<file path="src/cpu_decode_pkg.sv">
package cpu_decode_pkg;

  // opcodes handled in full, then low nibbles that mark a test or only change the cycle count or mode
  localparam logic [7:0] OP_COPY_A2X = 8'h97;
  localparam logic [7:0] OP_COPY_X2A = 8'h9f;
  localparam logic [7:0] OP_RESET    = 8'h9d;
  localparam logic [3:0] TEST_LO     = 4'hd;
  localparam logic [3:0] LO_MUL      = 4'h2;
  localparam logic [3:0] LO_RTI      = 4'h0;
  localparam logic [3:0] LO_RTS      = 4'h1;
  localparam logic [3:0] LO_SWI      = 4'h3;
  localparam logic [3:0] LO_STORE_A  = 4'h7;
  localparam logic [3:0] LO_STORE_X  = 4'hf;
  localparam logic [3:0] LO_JUMP     = 4'hc;
  localparam logic [3:0] LO_CALL     = 4'hd;

  // instruction class from the upper opcode nibble
  localparam logic [3:0] HI_BIT_BRANCH = 4'h0;
  localparam logic [3:0] HI_BIT_DIR    = 4'h1;
  localparam logic [3:0] HI_REL        = 4'h2;
  localparam logic [3:0] HI_RMW_DIR    = 4'h3;
  localparam logic [3:0] HI_RMW_ACC    = 4'h4;
  localparam logic [3:0] HI_RMW_IDX    = 4'h5;
  localparam logic [3:0] HI_RMW_IX1    = 4'h6;
  localparam logic [3:0] HI_RMW_IX     = 4'h7;
  localparam logic [3:0] HI_CTRL_A     = 4'h8;
  localparam logic [3:0] HI_CTRL_B     = 4'h9;
  localparam logic [3:0] HI_IMM        = 4'ha;
  localparam logic [3:0] HI_DIR        = 4'hb;
  localparam logic [3:0] HI_EXT        = 4'hc;
  localparam logic [3:0] HI_IX2        = 4'hd;
  localparam logic [3:0] HI_IX1        = 4'he;
  localparam logic [3:0] HI_IX         = 4'hf;

  // cycle counts
  localparam logic [3:0] CYC_COPY      = 4'h2;
  localparam logic [3:0] CYC_TEST_DIR  = 4'h4;
  localparam logic [3:0] CYC_TEST_INH  = 4'h3;
  localparam logic [3:0] CYC_TEST_IX1  = 4'h5;
  localparam logic [3:0] CYC_TEST_IX   = 4'h4;
  localparam logic [3:0] CYC_BIT       = 4'h5;
  localparam logic [3:0] CYC_REL       = 4'h3;
  localparam logic [3:0] CYC_RMW_DIR   = 4'h5;
  localparam logic [3:0] CYC_RMW_INH   = 4'h3;
  localparam logic [3:0] CYC_RMW_IX1   = 4'h6;
  localparam logic [3:0] CYC_RMW_IX    = 4'h5;
  localparam logic [3:0] CYC_MUL       = 4'hb;
  localparam logic [3:0] CYC_RET       = 4'h6;
  localparam logic [3:0] CYC_SWI       = 4'ha;
  localparam logic [3:0] CYC_INH       = 4'h2;
  localparam logic [3:0] CYC_IMM       = 4'h2;
  localparam logic [3:0] CYC_CALL_REL  = 4'h6;
  localparam logic [3:0] CYC_MEM_DIR   = 4'h3;
  localparam logic [3:0] CYC_MEM_EXT   = 4'h4;
  localparam logic [3:0] CYC_MEM_IX2   = 4'h5;
  localparam logic [3:0] CYC_MEM_IX1   = 4'h4;
  localparam logic [3:0] CYC_MEM_IX    = 4'h3;
  localparam logic [3:0] CYC_STORE_ADD = 4'h1;
  localparam logic [3:0] CYC_CALL_ADD  = 4'h2;
  localparam logic [3:0] CYC_JUMP_SUB  = 4'h1;

  // lengths in bytes
  localparam logic [1:0] LEN_ONE   = 2'h1;
  localparam logic [1:0] LEN_TWO   = 2'h2;
  localparam logic [1:0] LEN_THREE = 2'h3;

  // values after reset
  localparam logic [15:0] RESET_PC  = 16'h0000;
  localparam logic [7:0]  RESET_ACC = 8'h00;
  localparam logic [7:0]  RESET_IDX = 8'h00;
  localparam logic [3:0]  CNT_FIRST = 4'h1;

  typedef enum logic [3:0] {
    inherent_mode, immediate_mode, direct_mode, extended_mode,
    indexed_word_offset_mode, indexed_byte_offset_mode,
    indexed_no_offset_mode, relative_mode, bit_branch_mode, bit_direct_mode
  } mode_t;

  typedef enum logic [5:0] {
    S_FETCH = 6'b000001,
    S_OPC   = 6'b000010,
    S_OPR1  = 6'b000100,
    S_OPR2  = 6'b001000,
    S_DATA  = 6'b010000,
    S_PAD   = 6'b100000
  } state_t;

  // index register plus unsigned offset
  function automatic logic [15:0] idx_add(input logic [15:0] base,
                                          input logic [7:0]  x);
    return base + {8'h00, x};
  endfunction

  // negative and zero of a tested byte
  function automatic logic [1:0] nz_of(input logic [7:0] v);
    return {v[7], v == 8'h00};
  endfunction

endpackage

</file>
<file path="src/opcode_decoder.sv">
module opcode_decoder
  import cpu_decode_pkg::*;
(
  input  wire logic [7:0] i_opcode,
  output mode_t           o_mode,
  output logic [1:0]      o_len,
  output logic [3:0]      o_cycles,
  output logic            o_is_test,
  output logic            o_reads_mem
);

  logic [3:0] hi;
  logic [3:0] lo;
  logic [3:0] base;

  assign hi = i_opcode[7:4];
  assign lo = i_opcode[3:0];

  // class from upper nibble, operation from lower nibble
  always_comb begin
    o_mode = inherent_mode;
    base   = CYC_INH;
    case (hi)
      HI_BIT_BRANCH: begin
        o_mode = bit_branch_mode;
        base   = CYC_BIT;
      end
      HI_BIT_DIR: begin
        o_mode = bit_direct_mode;
        base   = CYC_BIT;
      end
      HI_REL: begin
        o_mode = relative_mode;
        base   = CYC_REL;
      end
      HI_RMW_DIR: begin
        o_mode = direct_mode;
        base   = (lo == TEST_LO) ? CYC_TEST_DIR : CYC_RMW_DIR;
      end
      HI_RMW_ACC, HI_RMW_IDX: begin
        o_mode = inherent_mode;
        base   = (hi == HI_RMW_ACC && lo == LO_MUL) ? CYC_MUL
               : (lo == TEST_LO) ? CYC_TEST_INH : CYC_RMW_INH;
      end
      HI_RMW_IX1: begin
        o_mode = indexed_byte_offset_mode;
        base   = (lo == TEST_LO) ? CYC_TEST_IX1 : CYC_RMW_IX1;
      end
      HI_RMW_IX: begin
        o_mode = indexed_no_offset_mode;
        base   = (lo == TEST_LO) ? CYC_TEST_IX : CYC_RMW_IX;
      end
      HI_CTRL_A: begin
        o_mode = inherent_mode;
        base   = (lo == LO_RTI || lo == LO_RTS) ? CYC_RET
               : (lo == LO_SWI) ? CYC_SWI : CYC_INH;
      end
      HI_CTRL_B: begin
        o_mode = inherent_mode;
        base   = CYC_COPY;
      end
      HI_IMM: begin
        o_mode = (lo == LO_CALL) ? relative_mode : immediate_mode;
        base   = (lo == LO_CALL) ? CYC_CALL_REL : CYC_IMM;
      end
      HI_DIR: begin
        o_mode = direct_mode;
        base   = CYC_MEM_DIR;
      end
      HI_EXT: begin
        o_mode = extended_mode;
        base   = CYC_MEM_EXT;
      end
      HI_IX2: begin
        o_mode = indexed_word_offset_mode;
        base   = CYC_MEM_IX2;
      end
      HI_IX1: begin
        o_mode = indexed_byte_offset_mode;
        base   = CYC_MEM_IX1;
      end
      HI_IX: begin
        o_mode = indexed_no_offset_mode;
        base   = CYC_MEM_IX;
      end
      default: begin
        o_mode = inherent_mode;
        base   = CYC_INH;
      end
    endcase
  end

  // byte count and cycle count per opcode
  always_comb begin
    case (o_mode)
      inherent_mode, indexed_no_offset_mode: o_len = LEN_ONE;
      extended_mode, indexed_word_offset_mode,
      bit_branch_mode:                       o_len = LEN_THREE;
      default:                               o_len = LEN_TWO;
    endcase
    o_cycles = base;
    if (hi >= HI_DIR) begin
      if (lo == LO_STORE_A || lo == LO_STORE_X) begin
        o_cycles = base + CYC_STORE_ADD;
      end else if (lo == LO_CALL) begin
        o_cycles = base + CYC_CALL_ADD;
      end else if (lo == LO_JUMP) begin
        o_cycles = base - CYC_JUMP_SUB;
      end
    end
  end

  // tests compare against zero; only tests and bit branches read data
  assign o_is_test   = (lo == TEST_LO) && (hi >= HI_RMW_DIR)
                    && (hi <= HI_RMW_IX);
  assign o_reads_mem = (o_is_test && hi != HI_RMW_ACC && hi != HI_RMW_IDX)
                    || (o_mode == bit_branch_mode);

endmodule // opcode_decoder

</file>
<file path="src/cpu_transfer_test_decode_part.sv">
// Summary of operation
// - opcode 97 copies acc to index in 2 cycles, flags kept.
// - opcode 9F copies index to acc in 2 cycles, flags kept.
// - tests 3D/4D/5D/6D/7D compare to zero, store nothing, 4/3/3/5/4 cycles.
// - direct mode takes one byte as the low address with a zero high byte.
// - bit branch fetches address then signed offset, added to pc if taken.
// - extended mode fetches high then low byte as the 16-bit address.
// - word-offset mode fetches high then low offset, added to the index.
// - byte-offset mode fetches one unsigned offset, added to the index.
// - upper opcode nibble picks the class, lower nibble the operation.
// - each opcode fetches its byte count and spends at least its cycle count (immediate ops and direct and extended jumps take one more).
module cpu_transfer_test_decode_part
  import cpu_decode_pkg::*;
(
  input  wire logic        i_sys_clk,
  input  wire logic        i_rst,
  input  wire logic [7:0]  i_mem_data,
  output logic      [15:0] o_mem_addr,
  output logic             o_mem_rd,
  output logic      [7:0]  o_acc,
  output logic      [7:0]  o_index,
  output logic             o_flag_n,
  output logic             o_flag_z,
  output logic             o_flag_c,
  output logic      [15:0] o_pc,
  output logic      [15:0] o_eff_addr,
  output logic             o_eff_valid,
  output logic             o_instr_done,
  output logic             o_branch_taken
);

  typedef struct packed {
    state_t      st;
    logic [3:0]  cnt;
    logic [15:0] pc;
    logic [7:0]  opcode;
    logic [7:0]  opr1;
    logic [7:0]  opr2;
    logic [7:0]  acc;
    logic [7:0]  idx;
    logic        n;
    logic        z;
    logic        c;
    logic [15:0] ea;
    logic        ea_valid;
    logic        done;
    logic        br_taken;
  } core_t;

  core_t       r;
  core_t       nx;
  logic [7:0]  op_in;
  mode_t       d_mode;
  logic [1:0]  d_len;
  logic [3:0]  d_cycles;
  logic        d_is_test;
  logic        d_reads;
  logic        fin;
  logic        bit_val;

  ////////////////////////////////////////////////////////////////////////////
  // decode the fresh opcode byte in its arrival cycle, else the held one
  assign op_in = (r.st == S_OPC) ? i_mem_data : r.opcode;

  opcode_decoder u_dec (
    .i_opcode    (op_in),
    .o_mode      (d_mode),
    .o_len       (d_len),
    .o_cycles    (d_cycles),
    .o_is_test   (d_is_test),
    .o_reads_mem (d_reads)
  );

  assign bit_val = i_mem_data[r.opcode[3:1]];

  ////////////////////////////////////////////////////////////////////////////
  // sequencer: opcode, operand bytes, data read, then pad to cycle count
  always_comb begin
    nx          = r;
    nx.ea_valid = 1'b0;
    fin         = 1'b0;
    o_mem_rd    = 1'b0;
    o_mem_addr  = r.pc;
    case (r.st)
      S_FETCH: begin
        o_mem_rd    = 1'b1;
        nx.pc       = r.pc + 16'h0001;
        nx.br_taken = 1'b0;
        nx.st       = S_OPC;
      end
      S_OPC: begin
        nx.opcode = i_mem_data;
        if (d_len != LEN_ONE) begin
          o_mem_rd = 1'b1;
          nx.pc    = r.pc + 16'h0001;
          nx.st    = S_OPR1;
        end else if (d_mode == indexed_no_offset_mode) begin
          nx.ea       = {8'h00, r.idx};
          nx.ea_valid = 1'b1;
          if (d_reads) begin
            o_mem_rd   = 1'b1;
            o_mem_addr = {8'h00, r.idx};
            nx.st      = S_DATA;
          end else begin
            fin = 1'b1;
          end
        end else begin
          if (i_mem_data == OP_COPY_A2X) begin
            nx.idx = r.acc;
          end else if (i_mem_data == OP_COPY_X2A) begin
            nx.acc = r.idx;
          end else if (d_is_test) begin
            {nx.n, nx.z} = nz_of(i_mem_data[4] ? r.idx : r.acc);
          end
          fin = 1'b1;
        end
      end
      S_OPR1: begin
        nx.opr1 = i_mem_data;
        if (d_len == LEN_THREE) begin
          o_mem_rd = 1'b1;
          nx.pc    = r.pc + 16'h0001;
          nx.st    = S_OPR2;
        end else begin
          case (d_mode)
            direct_mode, bit_direct_mode: nx.ea = {8'h00, i_mem_data};
            indexed_byte_offset_mode:
              nx.ea = idx_add({8'h00, r.idx}, i_mem_data);
            relative_mode:
              nx.ea = r.pc + {{8{i_mem_data[7]}}, i_mem_data};
            default: nx.ea = r.ea;
          endcase
          nx.ea_valid = (d_mode != immediate_mode);
          if (d_reads) begin
            o_mem_rd   = 1'b1;
            o_mem_addr = nx.ea;
            nx.st      = S_DATA;
          end else begin
            fin = 1'b1;
          end
        end
      end
      S_OPR2: begin
        nx.opr2 = i_mem_data;
        case (d_mode)
          extended_mode: nx.ea = {r.opr1, i_mem_data};
          indexed_word_offset_mode:
            nx.ea = idx_add({r.opr1, i_mem_data}, r.idx);
          default: nx.ea = {8'h00, r.opr1};
        endcase
        nx.ea_valid = 1'b1;
        if (d_reads) begin
          o_mem_rd   = 1'b1;
          o_mem_addr = nx.ea;
          nx.st      = S_DATA;
        end else begin
          fin = 1'b1;
        end
      end
      S_DATA: begin
        if (d_is_test) begin
          {nx.n, nx.z} = nz_of(i_mem_data);
        end else if (d_mode == bit_branch_mode) begin
          nx.c = bit_val;
          if (bit_val != r.opcode[0]) begin
            nx.pc       = r.pc + {{8{r.opr2[7]}}, r.opr2};
            nx.br_taken = 1'b1;
          end
        end
        fin = 1'b1;
      end
      S_PAD: begin
        fin = 1'b1;
      end
      default: begin
        nx.st = S_FETCH;
      end
    endcase
    // finish only once the listed cycle count is spent
    if (fin) begin
      nx.st = (r.cnt >= d_cycles) ? S_FETCH : S_PAD;
    end
    nx.done = (nx.st == S_FETCH) && (r.st != S_FETCH);
    nx.cnt  = (nx.st == S_FETCH) ? CNT_FIRST : r.cnt + 4'h1;
  end

  ////////////////////////////////////////////////////////////////////////////
  // state register
  always_ff @(posedge i_sys_clk) begin
    if (i_rst) begin
      r <= '{st: S_FETCH, cnt: CNT_FIRST, pc: RESET_PC, opcode: OP_RESET,
             opr1: 8'h00, opr2: 8'h00, acc: RESET_ACC, idx: RESET_IDX,
             n: 1'b0, z: 1'b0, c: 1'b0, ea: 16'h0000, ea_valid: 1'b0,
             done: 1'b0, br_taken: 1'b0};
    end else begin
      r <= nx;
    end
  end

  // outputs straight from the state register
  assign o_acc          = r.acc;
  assign o_index        = r.idx;
  assign o_flag_n       = r.n;
  assign o_flag_z       = r.z;
  assign o_flag_c       = r.c;
  assign o_pc           = r.pc;
  assign o_eff_addr     = r.ea;
  assign o_eff_valid    = r.ea_valid;
  assign o_instr_done   = r.done;
  assign o_branch_taken = r.br_taken;

  ////////////////////////////////////////////////////////////////////////////
  // checks
  logic [15:0] instr_pc_r;

  // start address of the running instruction, for the length check
  always_ff @(posedge i_sys_clk) begin
    if (i_rst) begin
      instr_pc_r <= RESET_PC;
    end else if (r.st == S_FETCH) begin
      instr_pc_r <= r.pc;
    end
  end
endmodule // cpu_transfer_test_decode_part

</file>
<file path="config.mk">
export PLATFORM = sky130hd
export DESIGN_NAME = cpu_transfer_test_decode_part
export DESIGN_NICKNAME = d
export VERILOG_FILES = /design/src/cpu_decode_pkg.sv /design/src/opcode_decoder.sv /design/src/cpu_transfer_test_decode_part.sv
export SDC_FILE = /design/constraint.sdc
export NUM_CORES = 1
export LEC_CHECK = 0
export ABC_AREA = 1
export CELL_PAD_IN_SITES_DETAIL_PLACEMENT = 1
export CELL_PAD_IN_SITES_GLOBAL_PLACEMENT = 2
export CORE_MARGIN = 4
export CORE_UTILIZATION = 38
export CTS_BUF_LIST = sky130_fd_sc_hd__clkbuf_16
export CTS_CLUSTER_DIAMETER = 150
export DETAILED_ROUTE_END_ITERATION = 12
export DONT_BUFFER_PORTS = 1
export PLACE_DENSITY = 0.85
export SETUP_SLACK_MARGIN = 0.02
export SLEW_MARGIN = 20
export SYNTH_ARGS = -nofsm -noshare
export SYNTH_HDL_FRONTEND = slang
export SYNTH_SLANG_ARGS = --single-unit
export TNS_END_PERCENT = 30
</file>
<file path="constraint.sdc">
create_clock -name i_sys_clk -period 9.2 [get_ports i_sys_clk]
set_input_delay 0.92 -clock i_sys_clk [delete_from_list [all_inputs] [get_ports i_sys_clk]]
set_output_delay 0.92 -clock i_sys_clk [all_outputs]
set_load 0.05 [all_outputs]
</file>
Word level (Yosys, flattened, before mapping)
Index checks and enable logic that the tools add are counted.

Flip-flop bits (word level): 88. Input bits: 10. Word-level logic and storage cells: 196.

$add $sub $neg: 9. Magnitude comparators: 5. Equality and inequality tests: 59. Multiplexer cells: 65. Bitwise logic cells: 4. Reductions and logical operators: 39.

Operator list (count): $mux W16 (11); $pmux W16 S3 (2); $pmux W16 S4 (1); $eq A4 B4 Y1 const B (13); $mux W17 (3); $pmux W17 S3 (1); $pmux W4 S10 (1); $eq A4 B3 Y1 const B (9); $mux W6 (6); $pmux W4 S9 (1); $add A16 B16 Y16 (2); $pmux W16 S2 (1); $pmux W6 S5 (1); $mux W4 (7); $eq A4 B2 Y1 const B (6); $reduce_or A2 Y1 (10); $ne A2 B2 Y1 const B (9); $add A16 B1 Y16 const B (1); $add A16 B8 Y16 (1); $eq A8 B8 Y1 const B (2); $logic_not A8 Y1 (2); $mux W8 (2); $mux W2 (7); $mux W1 (13); 41 further kinds (69).

Depth between registers and ports, before layout
Word-level depth: 16. Mapped depth: 31.

By module
Synthesis repeated with hierarchy kept, for this count alone.

Cell total of the unflattened synthesis: 1413. Area, all modules: 8465.6 um^2.

By module, submodules not included: cpu_transfer_test_decode_part (times used 1, cells an instance 1295, area each 7877.6 um^2, seq. area each 1761.7 um^2); opcode_decoder (times used 1, cells an instance 118, area each 588.1 um^2, seq. area each 0.0 um^2).

Worst setup path after synthesis
No wires, ideal clock.

Path type: input -> output. Start: input i_mem_data[3]. End: output o_mem_addr[15]. Arrival: 2895 ps. Path slack: 5385 ps. Stages on the path: 13. Buffers on the path: 0. Cell sequence: ha_1 -> nand2_1 -> nor2_1 -> nand2_1 -> o211ai_1 -> nand3_1 -> nand2_1 -> nor2_1 -> nor2_1 -> nand2_1 -> nand3_1 -> nand2_1 -> a21oi_1.

Cells in the longest elaborated chain, start to end: 11. Elaborated cells on any way between the ends: 35.

RTL lines: start: declaration (line cpu_transfer_test_decode_part.sv:17) `input wire logic [7:0] i_mem_data,`; branches (longest 10 deep; another with $mux W16); $pmux W16 S3 * (line cpu_transfer_test_decode_part.sv:84) `case (r.st)`; end: declaration (line cpu_transfer_test_decode_part.sv:18) `output logic [15:0] o_mem_addr,`.

Mark *: on every way between the ends.

Worst setup path after layout
Start: register r[85] in the netlist's numbering. End: output o_mem_addr[15].

Cells in the longest elaborated chain, start to end: 12. Elaborated cells on any way between the ends: 60.

RTL lines: start: declaration (line cpu_transfer_test_decode_part.sv:50) `core_t r;`; start signal: assignment (line cpu_transfer_test_decode_part.sv:191) `r <= '{st: S_FETCH, cnt: CNT_FIRST, pc: RESET_PC, opcode: OP_RESET,`; start signal: assignment (line cpu_transfer_test_decode_part.sv:196) `r <= nx;`; branches (longest 11 deep; another with $mux W16); $pmux W16 S3 * (line cpu_transfer_test_decode_part.sv:84).

Marked as above.

==> reports/summary.txt <==
dpl ws: 4700 ps
post-synthesis adder-cell area fraction: 0.0787
depth of the worst register-to-register path: 24
post-synthesis compound-gate area fraction: 0.194
Yosys reg bits: 88
setup ws final: 4300 ps
Final Non-Filler Cells: 1,529
Mapped Cells: 1,314
Die Wd: 155 um
Starting Density: 0.389
Worst R2R Start: r[85]$_SDFF_PP0_
reg-to-reg slack, setup: 4730 ps
register area share after synthesis: 0.214
syn_nets: 1,374
post-synthesis simple-gate area fraction: 0.351
commonest non-fill, non-tap cell in the layout: nand2_1
Final ANT Viol Nets: 0
CORE AREA: 0.0212 mm^2
number of global-route vias before repair: 8,517
Post-Synth XOR/XNOR Area: 0.0341
DR vias/cell: 5.56
Worst Tran Pin Value: 1100 ps
DRC violations left: 0
RSZ-0062 raised after global routing: no
clock tree buffer depth: 2
WS Path Type: reg2out
Port Buf Inserts: 0
global-route wire length before repair: 48.9 mm
EDFF count, synth: 0
drt pass-1 iters: 5
hold-fix buffers at CTS: 0
Post-DP Area: 0.00806 mm^2
prevailing post-synth register cell: dfxtp_1
reg2reg end: r[81]$_SDFF_PP0_
Max Transition Viols Final: 0
placed insts: 1,513
CTS buffer count: 9
Final Cell Area: 0.00834 mm^2
grt met1 use: 0.362
unique cell type count in the Yosys netlist: 55
GR Layer Usage met2: 0.401
initial DRC count: 547
CTS tree: done
Nets: 1,309
Tcrit/Tclk final: 0.532
Num Clock Sinks: 88
CTS clock-pin slew for the worst setup and hold paths: 70 ps
Power Density: 267 mW/mm^2
DR WL/cell: 20.3 um
CTS resizes: 0
most crowded layer after global routing: met2
hold depth: 2
CP required: 8280 ps
H-tree depth: 3
vias: 8,498
Final Critical Period: 4900 ps
top-level I/O count: 81
synthesis-to-layout area growth: 1.32%
largest net degree at the start of global routing: 34
Hold Crit Start: r[43]$_SDFFE_PP0P_
Max-cap violations: 0
antenna violations before repair: 0
leak pwr: 3.81 nW
Syn. warnings: 0
CP startpoint kind: register
Antenna Cells: 0
status: complete, no violations
Root Buffer: clkbuf_16
total wire length: 31.1 mm
Hold Vio Cnt, Final: 0
share of cells above drive strength 1: 0.0702
Peak supply drop: 0.135 mV
die area: 0.0241 mm^2
fmax: 0.204 GHz
# rows: 53
DP Wirelength: 24.6 mm
total congestion overflow: 0
main combinational cell family by area after synthesis: simple AND/OR/NAND/NOR gates
GR Util All Layers: 0.259
Arr. time, crit path: 3980 ps
most frequent cells in the layout: nand2_1, nor2_1, a21oi_1
Hold Crit Class: reg2reg
Post-CTS Setup Inserts: 0
CP max FO: 22
relative slew slack: 0.269
clk_lat worst skew: 360 ps
met3 GRT Util: 0.0631
Pwr Total: 2.23 mW
Post-synth ARST share: 0
Final setup viols: 0
crit end category: output port
Netlist Area Pre-Place: 0.00823 mm^2
RePlAce Congestion: 0.929
post-synthesis mux area share: 0
Clock Skews: 12.9 ps
final setup TNS: 0 ps
syn avg cell area: 6.26 um^2
hold endpoint: r[43]$_SDFFE_PP0P_
Chip Height: 155 um
-- logic make-up after synthesis --
logic type,Yosys count
adder cells (fa/ha/maj),50
AND/OR/NAND/NOR,650
AO/OA/AOI/OAI,285
flip-flops,88
buffers and inverters,209
XOR/XNOR,32
-- report_power, final --
group	total (mW)	internal, mW	switching, mW	leakage [nW]
Combinational	1.19	0.330	0.856	2.96
Clock	0.373	0.189	0.184	0.139
Sequential	0.670	0.440	0.230	0.715
Total	2.23	0.958	1.27	3.81
-- worst max-delay path by stage --
stage,cells past startpoint,startpoint,slack (ps),end
after floorplan,13,i_mem_data[3],5380,o_mem_addr[15]
after global placement,11,r[85]$_SDFF_PP0_,4820,o_mem_addr[15]
after detailed placement,11,r[85]$_SDFF_PP0_,4700,o_mem_addr[15]
after CTS,11,r[85]$_SDFF_PP0_,4310,o_mem_addr[15]
after global routing,11,r[85]$_SDFF_PP0_,4050,o_mem_addr[15]
final,11,r[85]$_SDFF_PP0_,4300,o_mem_addr[15]
-- stage by stage --
step / hold WS (ps) / util
finish: 456 / 0.394
global route: 492 / 0.394
CTS: 460 / 0.394
detailed placement: 450 / 0.381
global placement: 441 / 0.381
floorplan: 411 / -
-- metal layers --
metal / vias to the layer above / part of all wire
met2: 202 / 0.43
met1: 4078 / 0.48
met5: - / 0
li1: 4176 / -
met4: 0 / 0.022
met3: 42 / 0.065
-- cells in the mapped netlist (4+ instances only) --
| master | n | area share |
|---|---|---|
| or2_2 | 6 | 0.0046 |
| a31oi_1 | 5 | 0.0038 |
| inv_1 | 112 | 0.051 |
| xor2_1 | 20 | 0.021 |
| o211ai_1 | 9 | 0.0082 |
| o22ai_1 | 12 | 0.0091 |
| a21oi_1 | 114 | 0.069 |
| o21bai_1 | 8 | 0.0073 |
| nand2_4 | 6 | 0.0082 |
| inv_2 | 10 | 0.0046 |
| buf_2 | 4 | 0.0024 |
| nand2_1 | 319 | 0.15 |
| xnor2_1 | 12 | 0.013 |
| nor2_2 | 5 | 0.0038 |
| dfxtp_1 | 88 | 0.21 |
| ha_1 | 47 | 0.071 |
| a21o_1 | 6 | 0.0055 |
| nand4_1 | 21 | 0.016 |
| nand3_1 | 78 | 0.047 |
| o21ai_0 | 95 | 0.058 |
| o21ai_1 | 12 | 0.0073 |
| o21a_1 | 7 | 0.0064 |
| buf_6 | 8 | 0.011 |
| nor2_4 | 6 | 0.0082 |
| nor4_1 | 6 | 0.0046 |
| nor2_1 | 157 | 0.072 |
| clkbuf_1 | 18 | 0.0082 |
| buf_4 | 51 | 0.047 |
| nand2_2 | 17 | 0.013 |
| nor3_1 | 11 | 0.0067 |
-- registers in the layout (all words and copies together), names as in the netlist --
signal	cells
r	34
o_eff_addr	16
o_pc	16
o_acc	8
o_index	8
o_branch_taken	1
o_eff_valid	1
o_flag_c	1
o_flag_n	1
o_flag_z	1
o_instr_done	1
-- critical path, cell delays in order (launching register included) --
cell	delay, ps
dfxtp_1	350
nor2_2	420
nand3_4	350
nand2_1	170
nand2_2	130
o211ai_2	370
nand4_2	350
inv_2	290
nand2_1	120
nand3_1	150
nand2_1	70
a21oi_1	840
-- layout make-up --
type / count / area [um^2]
sequential: 88 / 1760
clock buffer: 9 / 225
timing repair buffer: 6 / 45.0
clock inverter: 7 / 58.8
inverter: 127 / 484
multi-input combinational: 1017 / 5420
tap: 275 / 344
fill: 2840 / 12800
(Power assumes the default switching activity.)
